===== src/include/scpf_cfg.svh =====
// How it works
// - Secondary code 111 divides 1, 000 divides 8
// - Primary codes 11,10,01,00 divide 1,4,16,64
// - Edge select ignored while framed mode on
// - Framed enable bit turns framed operation on
// - Direction set means sync input, clear output
// - Polarity set means active high sync pulse
// - Edge bit set: sync coincides first clock
// - Buffer bit picks enhanced or legacy buffering
`ifndef SCPF_CFG_SVH
`define SCPF_CFG_SVH
`define SCPF_CTL1_OFS 32'h0000_0000
`define SCPF_CTL2_OFS 32'h0000_0004
`define SCPF_STAT_OFS 32'h0000_0008
`define SCPF_CTL1_RST 16'h0000
`define SCPF_CTL2_RST 16'h0000
`define SCPF_CTL1_MASK 16'h1FFF
`define SCPF_CTL2_MASK 16'hE003
`define SCPF_PPRE_LSB 0
`define SCPF_SPRE_LSB 2
`define SCPF_MSTEN_BIT 5
`define SCPF_CKP_BIT 6
`define SCPF_CKE_BIT 8
`define SCPF_FRAMED_MODE_ENABLE_BIT 15
`define SCPF_FSD_BIT 14
`define SCPF_FPOL_BIT 13
`define SCPF_FE_BIT 1
`define SCPF_BEN_BIT 0
`define SCPF_RESP_OKAY 2'b00
`define SCPF_RESP_SLVERR 2'b10
`endif


===== src/include/scpf_pkg.sv =====
`default_nettype none
package scpf_pkg;
  typedef struct packed {
    logic fr_en;
    logic fs_in;
    logic fs_hi;
    logic fs_coin;
    logic buf_en;
    logic edge_sel;
  } scpf_mode_t;
endpackage
`default_nettype wire


===== src/logic/scpf_top.sv =====
`include "scpf_cfg.svh"
`default_nettype none
module scpf_top (
  input wire logic I_SYS_CLK,
  input wire logic I_NRST,
  input wire logic [31:0] I_AWADDR,
  input wire logic I_AWVALID,
  output logic O_AWREADY,
  input wire logic [31:0] I_WDATA,
  input wire logic [3:0] I_WSTRB,
  input wire logic I_WVALID,
  output logic O_WREADY,
  output logic [1:0] O_BRESP,
  output logic O_BVALID,
  input wire logic I_BREADY,
  input wire logic [31:0] I_ARADDR,
  input wire logic I_ARVALID,
  output logic O_ARREADY,
  output logic [31:0] O_RDATA,
  output logic [1:0] O_RRESP,
  output logic O_RVALID,
  input wire logic I_RREADY,
  output logic O_SCK_TICK,
  output logic O_SCK,
  output logic O_FRAMED,
  output logic O_FS_OE_N,
  output logic O_FS_COIN,
  output logic O_FS_ACT_HI,
  output logic O_EDGE_SEL,
  output logic O_BUF_EN
);
  // ---------------------------------------------------------------
  // Register file
  // ---------------------------------------------------------------
  logic [15:0] ctl1_r;
  logic [15:0] ctl2_r;
  logic aw_hold_r;
  logic w_hold_r;
  logic [31:0] awaddr_r;
  logic [31:0] wdata_r;
  logic [3:0] wstrb_r;
  logic bvalid_r;
  logic [1:0] bresp_r;
  logic arready_r;
  logic rvalid_r;
  logic [31:0] rdata_r;
  logic [1:0] rresp_r;
  logic fs_oe_n_r;
  function automatic logic [15:0] merge16(input logic [15:0] old, input logic [31:0] d,
                                          input logic [3:0] s, input logic [15:0] m);
    logic [15:0] n;
    n = old;
    if (s[0]) n[7:0] = d[7:0];
    if (s[1]) n[15:8] = d[15:8];
    merge16 = n & m;
  endfunction
  // Only the low address byte is decoded, so registers alias every 256 bytes
  function automatic logic addr_hit(input logic [31:0] a, input logic [31:0] ofs);
    addr_hit = a[7:0] == ofs[7:0];
  endfunction
  // ---------------------------------------------------------------
  // Bus decode
  // ---------------------------------------------------------------
  wire aw_take = I_AWVALID && !aw_hold_r && !bvalid_r;
  wire w_take = I_WVALID && !w_hold_r && !bvalid_r;
  wire do_wr = aw_hold_r && w_hold_r && !bvalid_r;
  // Status is read only, so a write to it answers with an error
  wire wr_c1 = do_wr && addr_hit(awaddr_r, `SCPF_CTL1_OFS);
  wire wr_c2 = do_wr && addr_hit(awaddr_r, `SCPF_CTL2_OFS);
  wire wr_ok = wr_c1 || wr_c2;
  wire [15:0] ctl1_nxt = merge16(ctl1_r, wdata_r, wstrb_r, `SCPF_CTL1_MASK);
  wire [15:0] ctl2_nxt = merge16(ctl2_r, wdata_r, wstrb_r, `SCPF_CTL2_MASK);
  wire ar_take = I_ARVALID && !arready_r && !rvalid_r;
  wire rd_hit1 = addr_hit(I_ARADDR, `SCPF_CTL1_OFS);
  wire rd_hit2 = addr_hit(I_ARADDR, `SCPF_CTL2_OFS);
  wire rd_hit3 = addr_hit(I_ARADDR, `SCPF_STAT_OFS);
  wire rd_ok = rd_hit1 || rd_hit2 || rd_hit3;
  // ---------------------------------------------------------------
  // Prescaler
  // ---------------------------------------------------------------
  logic [1:0] ppre;
  logic [2:0] spre;
  logic [5:0] pri_cnt_r;
  logic [2:0] sec_cnt_r;
  logic [5:0] pri_max;
  logic [2:0] sec_max;
  logic sck_r;
  logic tick_r;
  assign ppre = ctl1_r[`SCPF_PPRE_LSB +: 2];
  assign spre = ctl1_r[`SCPF_SPRE_LSB +: 3];
  // Both stages at one-to-one are not blocked; software must avoid that pair
  assign pri_max = (ppre == 2'b11) ? 6'h00 : (ppre == 2'b10) ? 6'h03 :
                   (ppre == 2'b01) ? 6'h0F : 6'h3F;
  assign sec_max = 3'h7 - spre;
  wire mst = ctl1_r[`SCPF_MSTEN_BIT];
  wire pri_end = pri_cnt_r == pri_max;
  wire sec_end = sec_cnt_r == sec_max;
  wire tick = mst && pri_end && sec_end;
  wire [15:0] stat = {14'h0000, sck_r, mst};
  wire [15:0] rd_word = rd_hit1 ? ctl1_r : rd_hit2 ? ctl2_r : rd_hit3 ? stat : 16'h0000;
  scpf_pkg::scpf_mode_t mode;
  assign mode.fr_en = ctl2_r[`SCPF_FRAMED_MODE_ENABLE_BIT];
  assign mode.fs_in = ctl2_r[`SCPF_FSD_BIT];
  assign mode.fs_hi = ctl2_r[`SCPF_FPOL_BIT];
  assign mode.fs_coin = ctl2_r[`SCPF_FE_BIT];
  assign mode.buf_en = ctl2_r[`SCPF_BEN_BIT];
  assign mode.edge_sel = ctl1_r[`SCPF_CKE_BIT] && !mode.fr_en;
  // ---------------------------------------------------------------
  // Write channel
  // ---------------------------------------------------------------
  // Address and data may land in either order; the response waits for both
  always_ff @(posedge I_SYS_CLK) begin
    if (!I_NRST) begin
      aw_hold_r <= 1'b0;
      awaddr_r <= 32'h0000_0000;
    end else if (aw_take) begin
      aw_hold_r <= 1'b1;
      awaddr_r <= I_AWADDR;
    end else if (do_wr) begin
      aw_hold_r <= 1'b0;
    end
  end

  always_ff @(posedge I_SYS_CLK) begin
    if (!I_NRST) begin
      w_hold_r <= 1'b0;
      wdata_r <= 32'h0000_0000;
      wstrb_r <= 4'h0;
    end else if (w_take) begin
      w_hold_r <= 1'b1;
      wdata_r <= I_WDATA;
      wstrb_r <= I_WSTRB;
    end else if (do_wr) begin
      w_hold_r <= 1'b0;
    end
  end

  // Response holds until the master takes it
  always_ff @(posedge I_SYS_CLK) begin
    if (!I_NRST) begin
      bvalid_r <= 1'b0;
      bresp_r <= 2'b00;
    end else if (do_wr) begin
      bvalid_r <= 1'b1;
      bresp_r <= wr_ok ? `SCPF_RESP_OKAY : `SCPF_RESP_SLVERR;
    end else if (bvalid_r && I_BREADY) begin
      bvalid_r <= 1'b0;
    end
  end
  // ---------------------------------------------------------------
  // Control registers
  // ---------------------------------------------------------------
  // Drive enable takes the new value, so it never lags the framed flag
  always_ff @(posedge I_SYS_CLK) begin
    if (!I_NRST) begin
      ctl1_r <= `SCPF_CTL1_RST;
      ctl2_r <= `SCPF_CTL2_RST;
      fs_oe_n_r <= 1'b1;
    end else begin
      if (wr_c1) ctl1_r <= ctl1_nxt;
      if (wr_c2) begin
        ctl2_r <= ctl2_nxt;
        fs_oe_n_r <= !ctl2_nxt[`SCPF_FRAMED_MODE_ENABLE_BIT] || ctl2_nxt[`SCPF_FSD_BIT];
      end
    end
  end
  // ---------------------------------------------------------------
  // Read channel
  // ---------------------------------------------------------------
  // Read data is frozen at acceptance and stands until the master takes it
  always_ff @(posedge I_SYS_CLK) begin
    if (!I_NRST) begin
      arready_r <= 1'b0;
      rvalid_r <= 1'b0;
      rdata_r <= 32'h0000_0000;
      rresp_r <= 2'b00;
    end else begin
      arready_r <= ar_take;
      if (ar_take) begin
        rvalid_r <= 1'b1;
        rresp_r <= rd_ok ? `SCPF_RESP_OKAY : `SCPF_RESP_SLVERR;
        rdata_r <= {16'h0000, rd_word};
      end else if (rvalid_r && I_RREADY) begin
        rvalid_r <= 1'b0;
      end
    end
  end

  // ---------------------------------------------------------------
  // Prescaler counters
  // ---------------------------------------------------------------
  // Counters restart when master mode drops so the first period is whole
  always_ff @(posedge I_SYS_CLK) begin
    if (!I_NRST || !mst) begin
      pri_cnt_r <= 6'h00;
      sec_cnt_r <= 3'h0;
      sck_r <= 1'b0;
      tick_r <= 1'b0;
    end else begin
      pri_cnt_r <= pri_end ? 6'h00 : pri_cnt_r + 6'h01;
      if (pri_end) sec_cnt_r <= sec_end ? 3'h0 : sec_cnt_r + 3'h1;
      tick_r <= tick;
      // Pin toggles per tick, so its period is two ticks
      if (tick) sck_r <= ~sck_r;
    end
  end
  // ---------------------------------------------------------------
  // Outputs
  // ---------------------------------------------------------------
  assign O_AWREADY = aw_hold_r;
  assign O_WREADY = w_hold_r;
  assign O_BVALID = bvalid_r;
  assign O_BRESP = bresp_r;
  assign O_ARREADY = arready_r;
  assign O_RVALID = rvalid_r;
  assign O_RDATA = rdata_r;
  assign O_RRESP = rresp_r;
  assign O_SCK_TICK = tick_r;
  assign O_SCK = sck_r;
  assign O_FRAMED = ctl2_r[`SCPF_FRAMED_MODE_ENABLE_BIT];
  assign O_FS_OE_N = fs_oe_n_r;
  assign O_FS_ACT_HI = ctl2_r[`SCPF_FPOL_BIT];
  assign O_FS_COIN = ctl2_r[`SCPF_FE_BIT];
  assign O_BUF_EN = ctl2_r[`SCPF_BEN_BIT];
  // ---------------------------------------------------------------
  // Edge select
  // ---------------------------------------------------------------
  // Registered so the pin comes from a flop; framed mode masks it
  logic edge_sel_r;
  always_ff @(posedge I_SYS_CLK) begin
    if (!I_NRST) edge_sel_r <= 1'b0;
    else edge_sel_r <= mode.edge_sel;
  end
  assign O_EDGE_SEL = edge_sel_r;
endmodule
`default_nettype wire


===== config.mk =====
export PLATFORM = sky130hd
export DESIGN_NAME = scpf_top
export DESIGN_NICKNAME = d
export VERILOG_FILES = /design/src/include/scpf_pkg.sv /design/src/logic/scpf_top.sv
export VERILOG_INCLUDE_DIRS = /design/src /design/src/include
export SDC_FILE = /design/constraint.sdc
export NUM_CORES = 1
export LEC_CHECK = 0
export BUFFER_PORTS_ARGS = -buffer_cell sky130_fd_sc_hd__buf_2
export CAP_MARGIN = 20
export CELL_PAD_IN_SITES_DETAIL_PLACEMENT = 1
export CELL_PAD_IN_SITES_GLOBAL_PLACEMENT = 1
export CORE_ASPECT_RATIO = 0.5
export CORE_MARGIN = 2
export CORE_UTILIZATION = 36
export DETAILED_ROUTE_END_ITERATION = 12
export PLACE_DENSITY_LB_ADDON = 0.25
export REMOVE_ABC_BUFFERS = 1
export SYNTH_ARGS = -nofsm -noshare
export SYNTH_HDL_FRONTEND = slang
export SYNTH_SLANG_ARGS = --single-unit

===== constraint.sdc =====
create_clock -name I_SYS_CLK -period 4.1 [get_ports I_SYS_CLK]
set_input_delay 0 -clock I_SYS_CLK [delete_from_list [all_inputs] [get_ports I_SYS_CLK]]
set_output_delay 0 -clock I_SYS_CLK [all_outputs]
set_load 0.01 [all_outputs]

==> flow_summary_export.csv <==
group,metric,value,unit
status,status,"finished, final reports clean",
power,powerDensity,424,nW/um^2
timing,relSlewSlack,49.2,%
cells_and_area,area_growth,28.9,%
timing,fin_setup_tns,0,ns
detailed_routing,vias_per_cell,4.80,
power,clockPowerShare,47.2,%
power,seqPwrFrac,44.4,%
timing,finClkSkew,0.00492,ns
floorplanning,die-area,10200,um^2
worst_setup_path,crit_slowest_cell,"or3b_2",
place,gp_congestion,0.708,
timing,rsz0062_at_grt,"false",
cts,clk_pin_slew_worst_paths,0.06,ns
cts,cts.sinks,80,
floorplanning,start_util,37.9,%
timing,finalHoldViolCount,0,
timing,setup-violations-final,0,
synth,syn-cell-area,3370,um^2
detailed_routing,wire_per_inst,14.5,um
worst_setup_path,cp_max_fo,20,
synth,ys_types,42,
global_route,antenna_found_initial,0,
cts,postCtsSetupBuffers,0,
timing,drv_slew,0,
floorplanning,die_h,72.4,um
worst_setup_path,required,4.30,ns
timing,finalCritPeriodShare,47.2,%
worst_setup_path,crit_family,"compound AO/OA/AOI/OAI gates",
cells_and_area,fill_cells,1062,
cts,clk_latency,0.34,ns
synth,ys.flop_type,"dfxtp_1",
power,switching_share,23.2,%
power,p_comb_share,8.4,%
worst_setup_path,worstPathBufferInverterCount,0,
floorplanning,num_rows,24,
timing,worst_pin_slew,0.762,ns
worst_setup_path,worst_ep_arrival_time,2.13,ns
synth,synth_cells,389,
place,port_buffers,71,
worst_setup_path,slowest_delay,0.70,ns
timing,max_freq,0.516,GHz
timing,period_needed,1.94,ns
synth,synth_area_per_cell,8.66,um^2
detailed_routing,num_vias,2899,
place,placed_cells,559,
flow_run,maxCapViolations,0,
synth,ys_warn_count,0,
worst_setup_path,criticalPathCategory,"reg2reg",
cts,cts_buffers,9,
global_route,grt_max_degree,41,
power,switchingPower,0.427,mW
worst_setup_path,ff2ff_setup_slack,2.16,ns
cells_and_area,drive_above_1_share,22.2,%
cells_and_area,num_antenna_cells,0,
worst_setup_path,end_kind,"register",
power,p_int,1.41,mW
cts,cts-root-buf,"clkbuf_16",
place,detailed_place_hpwl,5830,um
worst_setup_path,worst_setup_path_start_kind,"register",
global_route,overflow,0,
cts,cts_max_level,3,
cells_and_area,nets,591,
global_route,grt_usage,18.4,%
power,leakagePower,1.82,nW
global_route,grt_pass1_wl,14400,um
cts,cts_tree,"done",
timing,setup_ws,2.16,ns
detailed_routing,drc_errors,0,
hold_path,min_path_type,"in2reg",
synth,yosysSeqAreaShare,47.5,%
cells_and_area,fin_cells,604,
cts,cts_resized,0,
worst_setup_path,path_cells,"or3b_2, o21ai_2, a21oi_1",
synth,ys_seq_elements,80,
place,dpl_worst_slack,2.12,ns
detailed_routing,ant_nets,0,
floorplanning,ioPinCount,156,
global_route,grt_pass1_vias,2905,
cells_and_area,final_core_util,48.8,%
floorplanning,die_w,141,um
power,peakVddDrop,220,uV
cts,clockBufferDepth,2,
floorplanning,coreArea,8890,um^2
detailed_routing,drt_iter0_markers,115,
detailed_routing,first_pass_iters,4,
detailed_routing,drt_wl_total,8740,um
synth,async_reset_ff_share,0,%
synth,synth_edf_count,0,
## power by group through the flow
stage | Sequential [mW] | Combinational, mW | Clock, mW
floorplan | 0.833 | 0.0754 | 0
global placement | 0.834 | 0.129 | 0
detailed placement | 0.835 | 0.132 | 0
CTS | 0.818 | 0.153 | 0.885
global route | 0.821 | 0.174 | 0.918
finish | 0.818 | 0.155 | 0.868
## cell type report
cell class,instances,area (um^2),share of cell area [%]
sequential,80,1600,36.9
multi-input combinational,284,1590,36.6
timing repair buffer,102,662,15.2
clock buffer,11,243,5.59
tap,117,146,3.37
clock inverter,5,80.1,1.84
inverter,5,18.8,0.432
## synth_stat cells, types with 2 or more instances
cell type / instances / area [um^2]
buf_4: 19 / 143
xor2_1: 5 / 43.8
a211oi_1: 2 / 15.0
inv_1: 3 / 11.3
ha_1: 2 / 25.0
nor2_1: 29 / 109
nor4_2: 2 / 25.0
mux2i_1: 22 / 220
nor3b_1: 4 / 30.0
nand2b_1: 4 / 25.0
nor2b_1: 2 / 12.5
clkbuf_1: 11 / 41.3
nor3_1: 7 / 35.0
dfxtp_1: 80 / 1600
clkinv_1: 2 / 7.51
a21oi_2: 11 / 96.3
and2_1: 4 / 25.0
a21oi_1: 39 / 195
xnor2_1: 2 / 17.5
buf_1: 2 / 7.51
and3_1: 2 / 12.5
nand3_1: 17 / 85.1
buf_2: 4 / 20.0
nand4_1: 5 / 31.3
o21ai_0: 11 / 55.1
nand2_1: 79 / 297
and3b_1: 2 / 17.5
o2bb2ai_1: 3 / 26.3
## worst register-to-register path, cell delays in order (launching register included)
cell     delay [ns]
dfxtp_1        0.33
or3b_2         0.70
o21ai_2        0.69
a21oi_1        0.08
## worst paths after layout
kind / start / endpoint / cells after the start
setup / recovery: O_RVALID / O_RDATA[2] / 3
hold / removal: I_NRST / O_EDGE_SEL / 3
setup reg to reg: O_RVALID / O_RDATA[2] / 3
hold reg to reg: O_RDATA[2] / O_RDATA[2] / 2
## sequential cells by signal, summed over array words and instances (netlist names), 2 cells and up
name       cells
pri_cnt_r      6
wstrb_r        2
O_RDATA       16
sec_cnt_r      3
ctl1_r        13
wdata_r       16
ctl2_r         5
awaddr_r       8
## layer usage
metal  track usage [%]  vias to the layer above  part of all wire (%)
met4              6.33                        0                   1.4
met2              32.0                       57                    48
met3              4.62                        9                   3.3
li1                  -                     1474                     -
met5                 0                        -                     0
met1              22.5                     1359                    47
## metrics by stage
stage / total power [mW] / area (um^2) / hold slack (ns)
3_3_place_gp: 0.964 / 3730 / 0.238
3_5_place_dp: 0.967 / 3730 / 0.246
4_1_cts: 1.86 / 4330 / 0.00318
5_1_grt: 1.91 / 4340 / 0.0331
6_report: 1.84 / 4340 / 0.0175
2_1_floorplan: 0.908 / 3210 / 0.121
## what timing repair did
item | 4_1_cts | 5_1_grt
endpoints found under the hold margin | 28 | 0
endpoints found under the setup margin | 0 | 0
hold buffers | 28 | 0
## cell usage in the layout (no fill, tap or decap), types with 7 or more instances in the layout
cell type      Yosys  routed
dfxtp_1           80      80
nand2_1           79      79
buf_2              4      71
a21oi_1           39      39
nor2_1            29      29
dlygate4sd3_1      0      28
mux2i_1           22      22
conb_1             1      18
nand3_1           17      17
o21ai_0           11      11
a21oi_2           11      11
clkbuf_16          0       9
nor3_1             7       7
## logic make-up after synthesis
kind of cell	share of synthesized area [%]
and+or+nand+nor	23.4
DFF	47.5
AOI/OAI and AO/OA	12.7
buffers and inverters	7.17
muxes	6.54
xor gates and xnor gates	1.82
adders and majority gates	0.743
other	0.111
(Power assumes the default switching activity.)
